[src/hdl/sud_map.svh]
// sud_map.svh: offsets-free constants for the signal unit delimiter
// assumes: included by the design files by bare name
`ifndef SUD_MAP_SVH
`define SUD_MAP_SVH

`define SUD_FLAG          8'h7e
`define SUD_ONES_ABORT    4'h7
`define SUD_ONES_STUFF    4'h5
`define SUD_FLAG_LEAD     3'h7
`define SUD_MAX_OCTETS    9'h111
`define SUD_MIN_OCTETS    9'h005

`endif

[src/hdl/sud_pkg.sv]
// sud_pkg.sv: types shared by the delimiter modules
// assumes: nothing beyond sud_map.svh
package sud_pkg;
    typedef enum logic [1:0] {
        SUD_TX_FLAG = 2'b00,
        SUD_TX_DATA = 2'b01,
        SUD_TX_STUF = 2'b10
    } sud_tx_state_t;
endpackage

[src/hdl/sud_bit_if.sv]
// sud_bit_if.sv: receive-side destuffed bit stream between delimiter modules
// assumes: single clock domain
`timescale 1ns/1ps
`default_nettype none
interface sud_bit_if;
    logic bit_valid;
    logic bit_data;
    logic flag_seen;
    logic abort_seen;
    modport src (output bit_valid, output bit_data, output flag_seen, output abort_seen);
    modport dst (input bit_valid, input bit_data, input flag_seen, input abort_seen);
endinterface
`default_nettype wire

[src/hdl/sud_delimiter.sv]
// sud_delimiter.sv: signal unit delimitation and alignment, both directions
// assumes: serial pins sampled at clk; one bit per strobe; no registers
//
// Function
// every unit is opened and closed by a unique eight-bit flag.
// the sender stuffs contents so the flag never appears inside a unit.
// more than six ones in a row on receive declares loss of alignment.
// a unit longer than the maximum before its closing flag declares loss.
// loss of alignment is shown to the error rate monitor while it lasts.
// the flag pattern is zero, six ones, zero, on both ends.
// one flag may close one unit and open the next.
// a zero follows five ones on send and is removed on receive.
`timescale 1ns/1ps
`default_nettype none
`include "sud_map.svh"
module sud_delimiter
    import sud_pkg::*;
#(
    parameter int MAX_OCTETS = 273
)(
    // clock and reset
    input  wire logic       clk,
    input  wire logic       reset_n,
    // serial line receive
    input  wire logic       rx_strobe_pin,
    input  wire logic       rx_bit_pin,
    // receive octets to upper logic
    output logic            rx_oct_valid,
    output logic [7:0]      rx_oct_data,
    output logic            rx_unit_end,
    output logic            rx_unit_bad,
    // alignment status to error rate monitor
    output logic            align_lost,
    // transmit octets from upper logic
    input  wire logic       tx_oct_valid,
    input  wire logic [7:0] tx_oct_data,
    input  wire logic       tx_oct_last,
    output logic            tx_oct_ready,
    // serial line transmit
    input  wire logic       tx_strobe,
    output logic            tx_bit
);
    // ****************************************
    // elaboration check
    // ****************************************
    if (MAX_OCTETS < 6 || MAX_OCTETS > 511) begin : g_bad_max
        $error("MAX_OCTETS out of range");
    end

    // ****************************************
    // pin synchronisers
    // ****************************************
    logic [1:0] sy_stb_reg, sy_bit_reg;
    logic       stb_d_reg;
    always_ff @(posedge clk or negedge reset_n) begin
        if (!reset_n) begin
            sy_stb_reg <= 2'b00;
            sy_bit_reg <= 2'b00;
            stb_d_reg  <= 1'b0;
        end else begin
            sy_stb_reg <= {sy_stb_reg[0], rx_strobe_pin};
            sy_bit_reg <= {sy_bit_reg[0], rx_bit_pin};
            stb_d_reg  <= sy_stb_reg[1];
        end
    end
    logic rx_stb;
    // rising edge of synchronised strobe, bit taken with it
    assign rx_stb = sy_stb_reg[1] & ~stb_d_reg;

    sud_bit_if bits();
    sud_rx_destuff u_destuff (
        .clk       (clk),
        .reset_n   (reset_n),
        .rx_strobe (rx_stb),
        .rx_bit    (sy_bit_reg[1]),
        .out       (bits.src)
    );

    // ****************************************
    // receive octet assembly and alignment
    // ****************************************
    logic [7:0] acc_reg,   acc_next;
    logic [2:0] nbit_reg,  nbit_next;
    logic [8:0] noct_reg,  noct_next;
    logic       inunit_reg, inunit_next;
    logic       lost_reg,  lost_next;
    logic       ov_reg, ov_next, end_reg, end_next, bad_reg, bad_next;
    logic [7:0] od_reg, od_next;

    always_comb begin
        acc_next = acc_reg;
        nbit_next = nbit_reg;
        noct_next = noct_reg;
        inunit_next = inunit_reg;
        lost_next = lost_reg;
        ov_next = 1'b0;
        od_next = od_reg;
        end_next = 1'b0;
        bad_next = 1'b0;
        // forbidden ones run
        if (bits.abort_seen) begin
            lost_next = 1'b1;
            inunit_next = 1'b0;
            bad_next = inunit_reg;
        end else if (bits.flag_seen) begin
            // closing flag also opens next unit
            if (inunit_reg && noct_reg != 9'h000) begin
                end_next = 1'b1;
                bad_next = (nbit_reg != 3'h0) || (noct_reg < `SUD_MIN_OCTETS);
            end
            // flag found, unit boundary
            inunit_next = 1'b1;
            lost_next = 1'b0;
            nbit_next = 3'h0;
            noct_next = 9'h000;
        end else if (bits.bit_valid && inunit_reg) begin
            acc_next = {bits.bit_data, acc_reg[7:1]};
            nbit_next = nbit_reg + 3'h1;
            if (nbit_reg == 3'h7) begin
                // over-length unit
                if (noct_reg >= 9'(MAX_OCTETS)) begin
                    lost_next = 1'b1;
                    inunit_next = 1'b0;
                    bad_next = 1'b1;
                end else begin
                    ov_next = 1'b1;
                    od_next = {bits.bit_data, acc_reg[7:1]};
                    noct_next = noct_reg + 9'h001;
                end
            end
        end
    end

    always_ff @(posedge clk or negedge reset_n) begin
        if (!reset_n) begin
            acc_reg <= 8'h00;
            nbit_reg <= 3'h0;
            noct_reg <= 9'h000;
            inunit_reg <= 1'b0;
            lost_reg <= 1'b1;
            ov_reg <= 1'b0;
            od_reg <= 8'h00;
            end_reg <= 1'b0;
            bad_reg <= 1'b0;
        end else begin
            acc_reg <= acc_next;
            nbit_reg <= nbit_next;
            noct_reg <= noct_next;
            inunit_reg <= inunit_next;
            lost_reg <= lost_next;
            ov_reg <= ov_next;
            od_reg <= od_next;
            end_reg <= end_next;
            bad_reg <= bad_next;
        end
    end

    assign rx_oct_valid = ov_reg;
    assign rx_oct_data  = od_reg;
    assign rx_unit_end  = end_reg;
    assign rx_unit_bad  = bad_reg;
    // level to error rate monitor
    assign align_lost   = lost_reg;

    // ****************************************
    // transmit flagging and zero insertion
    // ****************************************
    sud_tx_state_t st_reg, st_next;
    logic [7:0] sh_reg,  sh_next;
    logic [2:0] cnt_reg, cnt_next;
    logic [2:0] ones_reg, ones_next;
    logic       last_reg, last_next, rdy_reg, rdy_next, bit_reg, bit_next;

    always_comb begin
        st_next = st_reg;
        sh_next = sh_reg;
        cnt_next = cnt_reg;
        ones_next = ones_reg;
        last_next = last_reg;
        bit_next = bit_reg;
        rdy_next = 1'b0;
        if (tx_strobe) begin
            case (st_reg)
                SUD_TX_FLAG: begin
                    // send flag lsb first
                    bit_next = 1'(`SUD_FLAG >> cnt_reg);
                    ones_next = 3'h0;
                    cnt_next = cnt_reg + 3'h1;
                    if (cnt_reg == 3'h7 && tx_oct_valid) begin
                        // one flag between units
                        st_next = SUD_TX_DATA;
                        sh_next = tx_oct_data;
                        last_next = tx_oct_last;
                        rdy_next = 1'b1;
                    end
                end
                SUD_TX_DATA: begin
                    bit_next = sh_reg[0];
                    sh_next = {1'b0, sh_reg[7:1]};
                    ones_next = sh_reg[0] ? ones_reg + 3'h1 : 3'h0;
                    cnt_next = cnt_reg + 3'h1;
                    // stuff after five ones
                    if (sh_reg[0] && ones_reg == 3'h4)
                        st_next = SUD_TX_STUF;
                    else if (cnt_reg == 3'h7)
                        st_next = SUD_TX_DATA;
                    if (cnt_reg == 3'h7 && !(sh_reg[0] && ones_reg == 3'h4)) begin
                        if (last_reg || !tx_oct_valid) begin
                            st_next = SUD_TX_FLAG;
                        end else begin
                            sh_next = tx_oct_data;
                            last_next = tx_oct_last;
                            rdy_next = 1'b1;
                        end
                    end
                end
                SUD_TX_STUF: begin
                    bit_next = 1'b0;
                    ones_next = 3'h0;
                    st_next = SUD_TX_DATA;
                    if (cnt_reg == 3'h0) begin
                        if (last_reg || !tx_oct_valid) begin
                            st_next = SUD_TX_FLAG;
                        end else begin
                            sh_next = tx_oct_data;
                            last_next = tx_oct_last;
                            rdy_next = 1'b1;
                        end
                    end
                end
                default: st_next = SUD_TX_FLAG;
            endcase
        end
    end

    always_ff @(posedge clk or negedge reset_n) begin
        if (!reset_n) begin
            st_reg <= SUD_TX_FLAG;
            sh_reg <= 8'h00;
            cnt_reg <= 3'h0;
            ones_reg <= 3'h0;
            last_reg <= 1'b0;
            rdy_reg <= 1'b0;
            bit_reg <= 1'b1;
        end else begin
            st_reg <= st_next;
            sh_reg <= sh_next;
            cnt_reg <= cnt_next;
            ones_reg <= ones_next;
            last_reg <= last_next;
            rdy_reg <= rdy_next;
            bit_reg <= bit_next;
        end
    end

    // ready is a one-cycle pulse in the cycle after the take; data must be valid before it
    assign tx_oct_ready = rdy_reg;
    assign tx_bit = bit_reg;
endmodule // sud_delimiter
`default_nettype wire

[src/hdl/sud_rx_destuff.sv]
// sud_rx_destuff.sv: flag detection, ones-run check and zero deletion
// assumes: rx bit already synchronised, one bit per rx_strobe
`timescale 1ns/1ps
`default_nettype none
`include "sud_map.svh"
module sud_rx_destuff
    import sud_pkg::*;
(
    // clock and reset
    input  wire logic clk,
    input  wire logic reset_n,
    // incoming bit
    input  wire logic rx_strobe,
    input  wire logic rx_bit,
    // destuffed stream
    sud_bit_if.src    out
);
    logic [6:0] dly_reg,   dly_next;
    logic [2:0] fill_reg,  fill_next;
    logic [3:0] ones_reg,  ones_next;
    logic       keep;
    logic       v_next, d_next, f_next, a_next;
    logic       v_reg, d_reg, f_reg, a_reg;

    always_comb begin
        dly_next   = dly_reg;
        fill_next  = fill_reg;
        ones_next  = ones_reg;
        keep   = 1'b0;
        v_next = 1'b0;
        d_next = d_reg;
        f_next = 1'b0;
        a_next = 1'b0;
        if (rx_strobe) begin
            if (rx_bit) begin
                ones_next = (ones_reg == `SUD_ONES_ABORT) ? ones_reg : ones_reg + 4'h1;
                // seventh one aborts
                if (ones_reg == 4'h6)
                    a_next = 1'b1;
                else
                    keep = 1'b1;
            end else begin
                ones_next = 4'h0;
                // flag is 0 111111 0
                if (ones_reg == 4'h6)
                    f_next = 1'b1;
                // drop stuffed zero
                else if (ones_reg < `SUD_ONES_STUFF)
                    keep = 1'b1;
            end
        end
        // flag lead-in bits held back
        // seven bits of latency buy a clean octet boundary at every flag
        if (f_next || a_next) begin
            fill_next = 3'h0;
        end else if (keep) begin
            dly_next = {rx_bit, dly_reg[6:1]};
            if (fill_reg == `SUD_FLAG_LEAD) begin
                v_next = 1'b1;
                d_next = dly_reg[0];
            end else begin
                fill_next = fill_reg + 3'h1;
            end
        end
    end

    always_ff @(posedge clk or negedge reset_n) begin
        if (!reset_n) begin
            dly_reg   <= 7'h00;
            fill_reg  <= 3'h0;
            ones_reg  <= 4'h0;
            v_reg <= 1'b0;
            d_reg <= 1'b0;
            f_reg <= 1'b0;
            a_reg <= 1'b0;
        end else begin
            dly_reg   <= dly_next;
            fill_reg  <= fill_next;
            ones_reg  <= ones_next;
            v_reg <= v_next;
            d_reg <= d_next;
            f_reg <= f_next;
            a_reg <= a_next;
        end
    end

    assign out.bit_valid  = v_reg;
    assign out.bit_data   = d_reg;
    assign out.flag_seen  = f_reg;
    assign out.abort_seen = a_reg;
endmodule // sud_rx_destuff
`default_nettype wire

[config.mk]
export PLATFORM = sky130hd
export DESIGN_NAME = sud_delimiter
export DESIGN_NICKNAME = d
export VERILOG_FILES = /design/src/hdl/sud_pkg.sv /design/src/hdl/sud_bit_if.sv /design/src/hdl/sud_delimiter.sv /design/src/hdl/sud_rx_destuff.sv
export VERILOG_INCLUDE_DIRS = /design/src /design/src/hdl
export SDC_FILE = /design/constraint.sdc
export NUM_CORES = 1
export LEC_CHECK = 0
export BUFFER_PORTS_ARGS = -buffer_cell sky130_fd_sc_hd__buf_2
export CAP_MARGIN = 10
export CORE_MARGIN = 2
export CORE_UTILIZATION = 50
export DETAILED_ROUTE_END_ITERATION = 8
export PLACE_DENSITY = 0.68
export SYNTH_ARGS = -nofsm -noshare
export SYNTH_HDL_FRONTEND = slang
export SYNTH_SLANG_ARGS = --single-unit
[constraint.sdc]
create_clock -name clk -period 3.2 [get_ports clk]
set_input_delay 0.32 -clock clk [delete_from_list [all_inputs] [get_ports clk]]
set_output_delay 0.32 -clock clk [all_outputs]
set_load 0.02 [all_outputs]
# Word-level counts from Yosys, hierarchy flattened

Cells that the tools add are included.

Bitwise logic cells: 6
Shifts and indexed selects: 1
Add/sub/neg operators: 6
Eq/ne operators: 15
Mux-type cells: 76
Reductions and logical operators: 39
$lt $le $gt $ge: 3

Operators by type and width:

| cell                                                                          | count |
|---|---|
| 1-bit 2-to-1 mux                                                              | 48 |
| 8-bit 2-to-1 mux                                                              | 5 |
| 9-bit 2-to-1 mux                                                              | 4 |
| 8-bit one-hot mux with 3 select lines                                         | 1 |
| 3-bit 2-to-1 mux                                                              | 6 |
| 2-bit AND reduction                                                           | 8 |
| 5-bit AND reduction                                                           | 3 |
| 3-bit nonzero test                                                            | 5 |
| 3-bit by 1-bit adder with 3-bit output (second input constant)                | 4 |
| 3-bit equality test (second input constant)                                   | 4 |
| 2-bit 2-to-1 mux                                                              | 5 |
| 2-bit inequality test (second input constant)                                 | 5 |
| 9-bit by 1-bit adder with 9-bit output (second input constant)                | 1 |
| 9-bit >= comparator (second input constant)                                   | 1 |
| 9-bit by 3-bit less-than comparator with 1-bit output (second input constant) | 1 |
| 1-bit one-hot mux with 3 select lines                                         | 3 |
| 3-bit AND reduction                                                           | 3 |
| 9-bit nonzero test                                                            | 1 |
| 4-bit by 3-bit equality test with 1-bit output (second input constant)        | 2 |
| 4-bit 2-to-1 mux                                                              | 2 |
| 2-bit nonzero test                                                            | 4 |
| 7-bit by 3-bit right shift with 1-bit output (first input constant)           | 1 |
| 2-bit one-hot mux with 3 select lines                                         | 1 |
| 3-bit one-hot mux with 2 select lines                                         | 1 |
| 14 further kinds                                                              | 27 |

Logic and storage cells: 172
Register bits after elaboration: 75
Output and inout port bits: 14
Input port bits: 15

# Depth between registers and ports, before layout

Gate-level depths: netlist of run 1.

Depth after elaboration: 7
Mapped depth: 8
Gate-level depth less buffers: 7

# By module

Synthesis of run 1 repeated with hierarchy kept, for this count alone.

Cells, all modules: 323
Area, all modules: 3633.5 µm²

Modules (own cells, without submodules):

| module         | area each (µm²) | seq. area each (µm²) | cells each | instances |
|---|---|---|---|---|
| sud_delimiter  | 2778.9          | 1403.8               | 253        | 1 |
| sud_rx_destuff | 854.6           | 450.4                | 70         | 1 |

# Least setup slack after synthesis of run 1

No wires, ideal clock.

Path kind: register to register
From: reg noct_reg[1]
To: reg od_reg[0] (netlist: rx_oct_data[0])
Path slack: 1.211 ns
Data arrival time: 1.865 ns
Cell stages (with the launch flop): 7
Data required time: 3.075 ns
Clock period less this slack: 1.989 ns
Path buffers: 0
Library setup time: 0.125 ns
Path through: dfrtp_1 -> inv_1 -> ha_1 -> or4_4 -> o211ai_4 -> nand2_4 -> mux2_2

Cells in the longest elaborated chain, start to end: 3

RTL lines:

| element                              | line                 | RTL |
|---|---|---|
| start, declared                      | sud_delimiter.sv:84  | `logic [8:0] noct_reg, noct_next;` |
| start signal, assigned               | sud_delimiter.sv:148 | `noct_reg <= noct_next;` |
| 9-bit >= comparator                  | sud_delimiter.sv:121 | `if (noct_reg >= 9'(MAX_OCTETS)) begin` |
| 1-bit inverter (no source line)      | n/a                  |  |
| 5-bit AND reduction (no source line) | n/a                  |  |
| end signal, assigned                 | sud_delimiter.sv:152 | `od_reg <= od_next;` |
| end, declared                        | sud_delimiter.sv:88  | `logic [7:0] od_reg, od_next;` |

Every way passes these cells.
A chain may end at the register's enable or synchronous reset.

# Worst setup path in the final report of run 1

From: reg noct_reg[1]
To: reg od_reg[5] (netlist: rx_oct_data[5])

Same word-level chain as after synthesis.

==> results of run 1 <==
==> power breakdown <==
group	leakage, nW	switching, W	total, W	internal (W)
Sequential	0.958	0.000117	0.00123	0.00112
Clock	0.103	0.000354	0.000736	0.000383
Combinational	0.918	0.000364	0.000677	0.000313
==> routing by layer <==
layer  wire length [um]  track usage  vias to the layer above
met5                  0            0                        -
met4                129      0.08718                        0
met3                318      0.03255                       13
met2               3155       0.2867                       62
met1               3094       0.2390                     1288
li1                   -            -                     1268
==> logic make-up (layout without fill, tap and decap cells) <==
kind of cell,after synthesis,in the layout,share of synthesized area
XOR/XNOR,1,1,0.002335
adder cells (fa/ha/maj),20,20,0.06669
AND/OR/NAND/NOR,90,90,0.1350
flip-flops,74,74,0.4942
AO/OA/AOI/OAI,72,72,0.1471
buffers and inverters,44,77,0.04668
multiplexers,37,37,0.1080
==> worst max-delay path: stages, from the launching register on <==
cell,delay [ns]
dfrtp_1,0.41
inv_1,0.11
ha_1,0.19
or4_4,0.57
o211ai_4,0.35
nand2_4,0.17
mux2_2,0.30
==> final timing paths <==
path	start	end	cells after the start	slack [ns]
min reg2reg	sy_stb_reg[0]	sy_stb_reg[1]	0	0.36
min	rx_strobe_pin	sy_stb_reg[0]	1	0.08
max reg2reg	noct_reg[1]	rx_oct_data[5]	6	0.97
max	noct_reg[1]	rx_oct_data[5]	6	0.97
max in group asynchronous	reset_n	sy_bit_reg[1]	1	2.52
min in group asynchronous	reset_n	tx_oct_ready	1	0.10
==> layout make-up <==
class	instances	area, um2	share of cell area
repair buffers	29	150.1	0.03597
clock buffers	10	137.6	0.03297
flip-flops and latches	74	1854	0.4442
well taps	99	123.9	0.02968
inverters	32	120.1	0.02878
multi-input cells	220	1723	0.4128
clock inverters	6	65.06	0.01559
==> cells in the final DEF, fill, tap and decap left out, types with 7 or more instances in the layout <==
| cell | synthesis | routed |
|---|---|---|
| buf_2 | 5 | 27 |
| o21ai_0 | 12 | 12 |
| nand4_1 | 7 | 7 |
| mux2_2 | 28 | 28 |
| nand2_1 | 13 | 13 |
| nor3_1 | 10 | 10 |
| inv_1 | 32 | 32 |
| mux2i_1 | 9 | 9 |
| ha_1 | 20 | 20 |
| dfrtp_1 | 72 | 72 |
| o31ai_1 | 7 | 7 |
| nor2_1 | 17 | 17 |
| clkbuf_8 | 0 | 10 |
| a21oi_1 | 18 | 18 |
| nand3_1 | 12 | 12 |
==> through the flow <==
stage | utilization | hold WS, ns | cells | cell area [um2]
2_1_floorplan | - | 0.02441 | 338 | 3752
5_1_grt | 0.5755 | 0.06530 | 470 | 4174
3_3_place_gp | 0.5475 | 0.3340 | 454 | 3971
6_report | 0.5755 | 0.08008 | 470 | 4174
4_1_cts | 0.5755 | 0.07063 | 470 | 4174
3_5_place_dp | 0.5475 | 0.3363 | 454 | 3971
==> metrics.md, run 1 <==
| Metric | Value |
|---|---|
| Post-synth ARST share | 1.000 |
| F_max | ~0.45 GHz |
| Mapped Nets | about 370 |
| Critical Path AT | 2.45 ns |
| Most common cell in the netlist | dfrtp_1 |
| TritonCTS clock tree | built |
| Min setup slack post-route | about 1 ns |
| Outcome | completed |
| Area leader, netlist | dfrtp_1 |
| Drt pass-1 iters | 4 |
| Setup TNS | 0 ns |
| Post-DP HPWL | around 4600 um |
| Post-CTS Setup Bufs | 0 |
| Main synth FF type | dfrtp_1 |
| Wire per inst | between 10 and 15 um |
| Synth Register Bits | 74 |
| # diodes | 0 |
| Placement Setup Slack | 1.025 ns |
| Number of synthesized flops with an enable pin | 0 |
| Overflow after GRT | 0 |
| Crit share post-route | 0.6959 |
| DRT antenna net count | 0 |
| Hold buffers post-CTS | 0 |
| Die span in x | between 90 and 100 um |
| GP Congestion | roughly 0.87 |
| Area Overhead vs Synth | 11.24% |
| Antenna violations before repair | 0 |
| Critical path class | register to register |
| CTS clk-pin slew, worst paths | around 0.08 ns |
| Layout net count | approximately 400 |
| CP Data Required Time | between 3 and 4 ns |
| Hold Crit Class | primary input to register |
| Vias in the first global route | around 2700 |
| H-tree depth | 3 |
| Unrepaired setup endpoints after global routing | no |
| CTS root buffer | clkbuf_8 |
| Max VDD drop | 0.3477 mV |
| Largest net degree at the start of global routing | 75 |
| Synth Warn # | 0 |
| DRC viols | 0 |
| Cells after Synth | 338 |
| Register area share after synthesis | 0.4942 |
| CP Launch Type | register |
| Clock Latency Late Sink | roughly 0.34 ns |
| Hold Fails Final Rpt | 0 |
| Critical Path Fanout Max | 10 |
| Routed WL | around 6700 um |
| Total GRT Usage | 0.1803 |
| Worst-margin pin slew | 0.8921 ns |
| Clock sinks | 74 |
| DR iter-0 viols | 130 |
| CP Capture Type | register |
| Max Cap Violations | 0 |
| Layout cells sized above 1 | 0.2372 |
| Share of the synthesized area in the top cell type | 0.4802 |
| Initial Util | 0.5173 |
| Fin. max-slew vios | 0 |
| I/O pin count | 29 |
| DIE HEIGHT | 90.63 um |
| Core Region | 0.007253 mm2 |
| TritonCTS Buffers | 9 |
| Max FFs per register | 9 |
| Power Dens Cells | ~630 mW/mm2 |
| Via count | 2631 |
| Synth cell count leaders | dfrtp_1, inv_1, mux2_2 |
| Synth area leaders | dfrtp_1, mux2_2, ha_1 |
| Setup Viol. Count Final | 0 |
| First-pass GRT wire length | 12190 um |
| Rel. slew slack | 0.4053 |
| Synth Cell Area | ~0.0038 mm2 |
| Die ar. | 0.008214 mm2 |
| Post-cts resize count | 0 |
| Clk buf depth | 2 |
| I/O Buffers | 28 |
| Max Clock Skew | between 0.01 and 0.015 ns |
| Yosys cell types | 58 |
| Fillcell total | 611 |
| Final Power | roughly 0.0026 W |
| Leakage Power | 1.978 nW |
| Vias per inst | between 5 and 6 |
| Synth Area per Inst | about 11 um2 |
| Std-Cell Rows | 31 |
| Minimum clock period | between 2 and 2.5 ns |
(Power assumes the default switching activity.)
==> inputs of run 2 (changes only) <==
PLACE_DENSITY = 0.71   (was 0.68)
clock period = 2 ns   (was 3.2 ns; I/O delays follow)
==> run 2 against run 1 <==
  * Critical path type unchanged
  * Worst setup slack worse by 0.99 ns
  * Sequential share of layout area fell by 2.7 points
  * Final cell count is 6.4% higher
  * Largest cell class unchanged
  * Clock skew about the same
  * Critical path depth stayed put
  * Non-clock buffer count up 30
  * Global-route usage rose by 1.3 points
  * Wire length grew 11%
  * Fmax rose by 10%
  * The flow now finishes with violations (negative setup slack)
  * Critical endpoint is now rx_oct_data[3]
  * Flip-flop and latch count unchanged
  * Register-to-register slack lost 0.99 ns
  * Combinational power up 82%
==> metrics.md, run 2 (same netlist as run 1, synthesis figures left out) <==
| Metric | Value |
|---|---|
| Setup Viol. Count Final | 8 (+8) |
| Layout cells sized above 1 | 0.2943 (+0.05707) |
| Max FFs per register | 9 (unchanged) |
| Hold Fails Final Rpt | 0 (unchanged) |
| Finished layout cell area | 0.004446 mm2 (+6.5%) |
| I/O pin count | 29 (unchanged) |
| Worst r2r dst | rx_oct_data[3] |
| Layout net count | 431 (+7.5%) |
| Worst R2R Start | noct_reg[0] |
| Via count | 2789 (+6.0%) |
| Max Cap Violations | 0 (unchanged) |
| F_max | 0.4950 GHz (+10%) |
| Worst path top cell family by delay | simple AND/OR/NAND/NOR gates |
| Largest net degree at the start of global routing | 43 (-43%) |
| # diodes | 0 (unchanged) |
| Worst reg2reg path depth | 6 (unchanged) |
| Fin. max-slew vios | 0 (unchanged) |
| Min setup slack post-route | -0.02023 ns (-0.9932 ns) |
| Initial Util | 0.5173 (unchanged) |
| Total GRT Usage | 0.1936 (+0.01323) |
| Critical Path Fanout Max | 10 (unchanged) |
| Core Region | 0.007253 mm2 (unchanged) |
| Power Dens Cells | 996.3 mW/mm2 (+57%) |
| Post-place instance area | 0.004156 mm2 (+4.7%) |
| CTS clk-pin slew, worst paths | 0.09 ns (about the same) |
| DIE HEIGHT | 90.63 um (unchanged) |
| Max Clock Skew | 0.01012 ns (-0.0002095 ns) |
| Clock sinks | 74 (unchanged) |
| DR iter-0 viols | 131 (+0.77%) |
| CP Launch Type | register |
| Clk buf depth | 2 (unchanged) |
| CP Capture Type | register |
| H-tree depth | 3 (unchanged) |
| Hold path depth | 2 (+1) |
| Vias in the first global route | 2787 (+2.8%) |
| Most common cell after layout, fill and taps aside | dfrtp_1 |
| Outcome | complete, but fails checks |
| Vias per inst | 5.578 (-0.35%) |
| R2r setup slk | -0.02 ns (-0.99 ns) |
| Leakage Power | 2.133 nW (+7.9%) |
| TritonCTS clock tree | built |
| DRC viols | 0 (unchanged) |
| DRT antenna net count | 0 (unchanged) |
| Drt pass-1 iters | 7 (+3) |
| TritonCTS Buffers | 9 (unchanged) |
| Critical Path AT | 2.26 ns (-0.19 ns) |
| Std-Cell Rows | 31 (unchanged) |
| Commonest non-fill, non-tap cells in the layout | dfrtp_1, inv_1, mux2_2 |
| Hold Crit Class | primary input to register |
| HP Start | tx_oct_last |
| Failing checks | negative setup slack |
| Worst-margin pin slew | 0.5593 ns (-0.3328 ns) |
| First-pass GRT wire length | 12980 um (+6.4%) |
| Max VDD drop | 0.5054 mV (+45%) |
| Crit share post-route | 1.010 (+0.3142) |
| Die span in x | 90.63 um (unchanged) |
| Critical Path Start | noct_reg[0] |
| Overflow after GRT | 0 (unchanged) |
| Rel. slew slack | 0.6271 (+0.2219) |
| Clock Latency Late Sink | 0.35 ns (about the same) |
| Critical path class | register to register |
| Crit-path max cell delay | 0.49 ns (-0.08 ns) |
| CP Data Required Time | 2.24 ns (-1.19 ns) |
| Post-DP HPWL | 5142 um (+11%) |
| Unrepaired setup endpoints after global routing | yes |
| WHS Endpoint | last_reg |
| Routed WL | 7446 um (+11%) |
| Area Overhead vs Synth | 18.47% |
| GP Congestion | 0.9344 (+7.5%) |
| CTS root buffer | clkbuf_8 |
| Buf/Inv on CP | 1 (unchanged) |
| CP Cell Sequence | ha_2 -> or4_4 -> buf_6 -> o211ai_4 -> nand2_4 -> mux2_2 |
| Wire per inst | 14.89 um (+4.5%) |
| CP max stage cell | or4_4 |
| Die ar. | 0.008214 mm2 (unchanged) |
| Antenna violations before repair | 0 (unchanged) |
| I/O Buffers | 28 (unchanged) |
| Minimum clock period | 2.020 ns (-0.2068 ns) |
| Setup TNS | -0.1005 ns (-0.1005 ns) |
==> run 2: where the power goes <==
part | switching (W) | leakage, nW | total [W] | internal, W
combinational | 0.000635 | 1.08 | 0.00123 | 0.000591
sequential | 0.000194 | 0.958 | 0.00198 | 0.00179
clock | 0.000622 | 0.0999 | 0.00122 | 0.000600
total | 0.00145 | 2.13 | 0.00443 | 0.00298
==> run 2: per-stage QoR <==
stage               hold WS (ns)  total power [W]  setup slack [ns]    util  cells
finish                   0.07837         0.004429          -0.02023  0.6129    500
global route             0.09302         0.004742          -0.09255  0.6129    500
CTS                      0.07100         0.004431          -0.06197  0.6089    498
detailed placement        0.2315         0.003181          -0.02394  0.5731    477
global placement          0.2305         0.003128          0.009522  0.5731    477
floorplan               -0.09559         0.002823           0.01056       -    338
==> run 2: worst max path at each step <==
stage,endpoint,slack (ns),depth (start not counted)
global route,rx_oct_data[7],-0.09,7
global placement,noct_reg[2],0.01,5
detailed placement,noct_reg[2],-0.02,5
CTS,noct_reg[2],-0.06,5
floorplan,rx_oct_data[0],0.01,6
finish,rx_oct_data[3],-0.02,6
==> run 2: layer usage <==
layer / up-vias / GRT usage / wire, um
met2: 57 / 0.3215 / 3775
met1: 1388 / 0.2537 / 3354
met4: 0 / 0.07692 / 105
met3: 8 / 0.03172 / 211
li1: 1336 / - / -
met5: - / 0 / 0
==> run 2: what timing repair did <==
action,4_1_cts,5_1_grt
hold buffers,3,0
pin swaps,6,4
endpoints found under the hold margin,41,0
setup endpoints to repair,4,27
gates resized for setup,3,10
buffers inserted,2,1
cloned,0,1
==> run 2: area by class of cell <==
cell class / count / area [um2]
clock inverter: 7 / 85.08
clock buffer: 9 / 123.9
tap: 99 / 123.9
inverter: 32 / 120.1
sequential: 74 / 1854
multi-input combinational: 220 / 1728
timing repair buffer: 59 / 410.4
fill: 597 / 2808
==> inputs of run 3 (changes only) <==
--- a/config.mk
+++ b/config.mk
@@ -14,2 +14,3 @@
 export PLACE_DENSITY = 0.71
+export RECOVER_POWER = 50
 export SYNTH_ARGS = -nofsm -noshare
==> constraint.sdc (replaced) <==
create_clock -name clk -period 2 [get_ports clk]
set_input_delay 0.4 -clock clk [delete_from_list [all_inputs] [get_ports clk]]
set_output_delay 0.4 -clock clk [all_outputs]
set_load 0.02 [all_outputs]
==> run 3 against run 2 <==
  * The run still ends with negative setup slack left
  * Sequential share of layout area is 0.78 points lower
  * Global-route usage decreased by 0.12 points
  * Final cell count up 0.20%
  * Flip-flop and latch count stayed put
  * Utilization increased by 1.2 points
  * First-iteration DRC count is 9.9% lower
  * Largest cell class unchanged
==> metrics.md, run 3 (same netlist as run 1, synthesis figures left out) <==
| Metric | Value |
|---|---|
| Minimum clock period | 2.091 ns (+0.07084 ns) |
| Vias per inst | 5.563 (-0.27%) |
| Clock Latency Late Sink | 0.34 ns (about the same) |
| Layout Utilization | 0.6246 (+0.01173) |
| Hold Crit Class | primary input to asynchronous set/reset pin |
| Max Cap Violations | 0 (unchanged) |
| Vias in the first global route | 2708 (-2.8%) |
| Worst-margin pin slew | 0.8461 ns (+0.2868 ns) |
| Failing checks | negative setup slack |
| Drt pass-1 iters | 4 (-3) |
| H-tree depth | 3 (unchanged) |
| Critical Path AT | 2.31 ns (+0.05 ns) |
| # diodes | 0 (unchanged) |
| Antenna violations before repair | 0 (unchanged) |
| Layout net count | 432 (+0.23%) |
| Setup TNS | -0.09668 ns (+0.003790 ns) |
| TritonCTS Buffers | 9 (unchanged) |
| DR iter-0 viols | 118 (-9.9%) |
| CP Data Required Time | 2.22 ns (-0.02 ns) |
| Max FFs per register | 9 (unchanged) |
| Clk buf depth | 2 (unchanged) |
| Outcome | complete, but fails checks |
| CTS root buffer | clkbuf_8 |
| I/O Buffers | 28 (unchanged) |
| Critical path class | register to register |
| Core Region | 0.007253 mm2 (unchanged) |
| Register area | 0.001854 mm2 (unchanged) |
| First-pass GRT wire length | 12850 um (-0.96%) |
| Unrepaired setup endpoints after global routing | yes |
| Max Clock Skew | 0.006561 ns (-0.003560 ns) |
| Area Overhead vs Synth | 20.74% |
| Rel. slew slack | 0.4359 (-0.1912) |
| Std-Cell Rows | 31 (unchanged) |
| Final Non-Filler Cells | 501 (+0.20%) |
| F_max | 0.4782 GHz (-3.4%) |
| CP Launch Type | register |
| Fillcell total | 612 (+2.5%) |
| Clock sinks | 74 (unchanged) |
| Most common cell after layout, fill and taps aside | dfrtp_1 |
| Inst Count DP | 477 (unchanged) |
| Cell mode on critical path | buf_6 |
| CP Capture Type | register |
| CP Cell Sequence | buf_6 -> or4_4 -> buf_6 -> o211a_1 -> nor3_1 -> nor3_2 |
| Multi-input gate area | 0.001808 mm2 (+4.6%) |
| Wire per inst | 14.90 um (about the same) |
| Total GRT Usage | 0.1924 (-0.001190) |
| Max VDD drop | 0.5632 mV (+11%) |
| DRT antenna net count | 0 (unchanged) |
| Critical Path Fanout Max | 3 (-7) |
| Final Power | 0.004457 W (+0.63%) |
| Leakage Power | 2.155 nW (+1.0%) |
| Hold Fails Final Rpt | 0 (unchanged) |
| Largest net degree at the start of global routing | 34 (-21%) |
| TritonCTS clock tree | built |
| Die ar. | 0.008214 mm2 (unchanged) |
| Overflow after GRT | 0 (unchanged) |
| CP max stage cell | or4_4 |
| Min setup slack post-route | -0.09107 ns (-0.07084 ns) |
| Layout cells sized above 1 | 0.3234 (+0.02912) |
| Die span in x | 90.63 um (unchanged) |
| Post-DP HPWL | 5052 um (-1.7%) |
| DRC viols | 0 (unchanged) |
| I/O pin count | 29 (unchanged) |
| Setup Viol. Count Final | 3 (-5) |
| Fin. max-slew vios | 0 (unchanged) |
| GP Congestion | 0.8639 (-7.5%) |
| Via count | 2787 (-0.072%) |
| Hold buffers post-CTS | 0 (-3) |
| DIE HEIGHT | 90.63 um (unchanged) |
| Crit-path max cell delay | 0.54 ns (+0.05 ns) |
| Commonest non-fill, non-tap cells in the layout | dfrtp_1, inv_1, mux2_2, buf_2, buf_4 |
| Power Dens Cells | 983.7 mW/mm2 (-1.3%) |
| Initial Util | 0.5173 (unchanged) |
| Crit share post-route | 1.046 (+0.03542) |
| CTS clk-pin slew, worst paths | 0.08 ns (about the same) |
| Routed WL | 7465 um (+0.26%) |
run 3: cell types whose count changed in the layout (fill, tap and decap cells not counted), moves of 2 or more:
cell,previous run,this run
a31oi_1,4,2
a31oi_4,0,2
clkbuf_2,0,2
clkinv_4,1,4
clkinvlp_4,2,0
dlygate4sd3_1,3,0
ha_2,2,0
inv_8,2,0
nor3_1,10,7
nor3_2,0,3
o21ai_0,9,12
o21ai_1,3,0
run 3: path summary, 6_finish.rpt:
path,slack [ns],cells after the start,endpoint,from
max in group asynchronous,0.61,2,rx_oct_data[5],reset_n
min in group clk,0.16,1,sy_stb_reg[0],rx_strobe_pin
max reg2reg,-0.09,6,noct_reg[5],noct_reg[0]
max,-0.09,6,noct_reg[5],noct_reg[0]
min,0.15,1,cnt_reg[2],reset_n
min reg2reg,0.35,0,sy_stb_reg[1],sy_stb_reg[0]
run 3: repair_timing:
action                                  in CTS  in global routing
endpoints found under the setup margin       5                 22
gates cloned                                 0                  2
setup buffers                                2                  4
pin swaps                                    6                  4
resized for setup                            3                 16
run 3: critical path: cells and delay by family, from the launching register on:
kind / cells / cell delay (ns)
DFF: 1 / 0.42
buffers and inverters: 2 / 0.27
and+or+nand+nor: 3 / 1.00
AOI/OAI and AO/OA: 1 / 0.27
run 3: stage by stage:
| stage | cell area (um2) | setup slack [ns] | hold slack [ns] |
|---|---|---|---|
| 6_report | 4531 | -0.09107 | 0.1518 |
| 5_1_grt | 4531 | -0.1246 | 0.1298 |
| 4_1_cts | 4402 | -0.07435 | 0.01090 |
| 3_5_place_dp | 4169 | -0.04926 | 0.3373 |
| 3_3_place_gp | 4169 | 0.006232 | 0.3352 |
| 2_1_floorplan | 3752 | 0.01056 | 0.1044 |
run 3: metal layers:
metal | routed length (um) | up-vias | global-route usage
met5 | 0 | - | 0
met4 | 93 | 0 | 0.05641
met3 | 322 | 11 | 0.04424
met2 | 3750 | 63 | 0.3085
met1 | 3298 | 1370 | 0.2623
li1 | - | 1343 | -
run 3: final cells by class:
class                           instances  area share
Sequential cell                        74      0.4093
Timing Repair Buffer                   60     0.09113
Tap cell                               99     0.02734
Inverter                               32     0.02651
Clock buffer                           10     0.03038
Multi-Input combinational cell        220      0.3991
Clock inverter                          6     0.01629
run 3: power by group:
part	switching, W	internal [W]	total, W
combinational	0.000632	0.000640	0.00127
sequential	0.000193	0.00179	0.00198
clock	0.000581	0.000623	0.00120
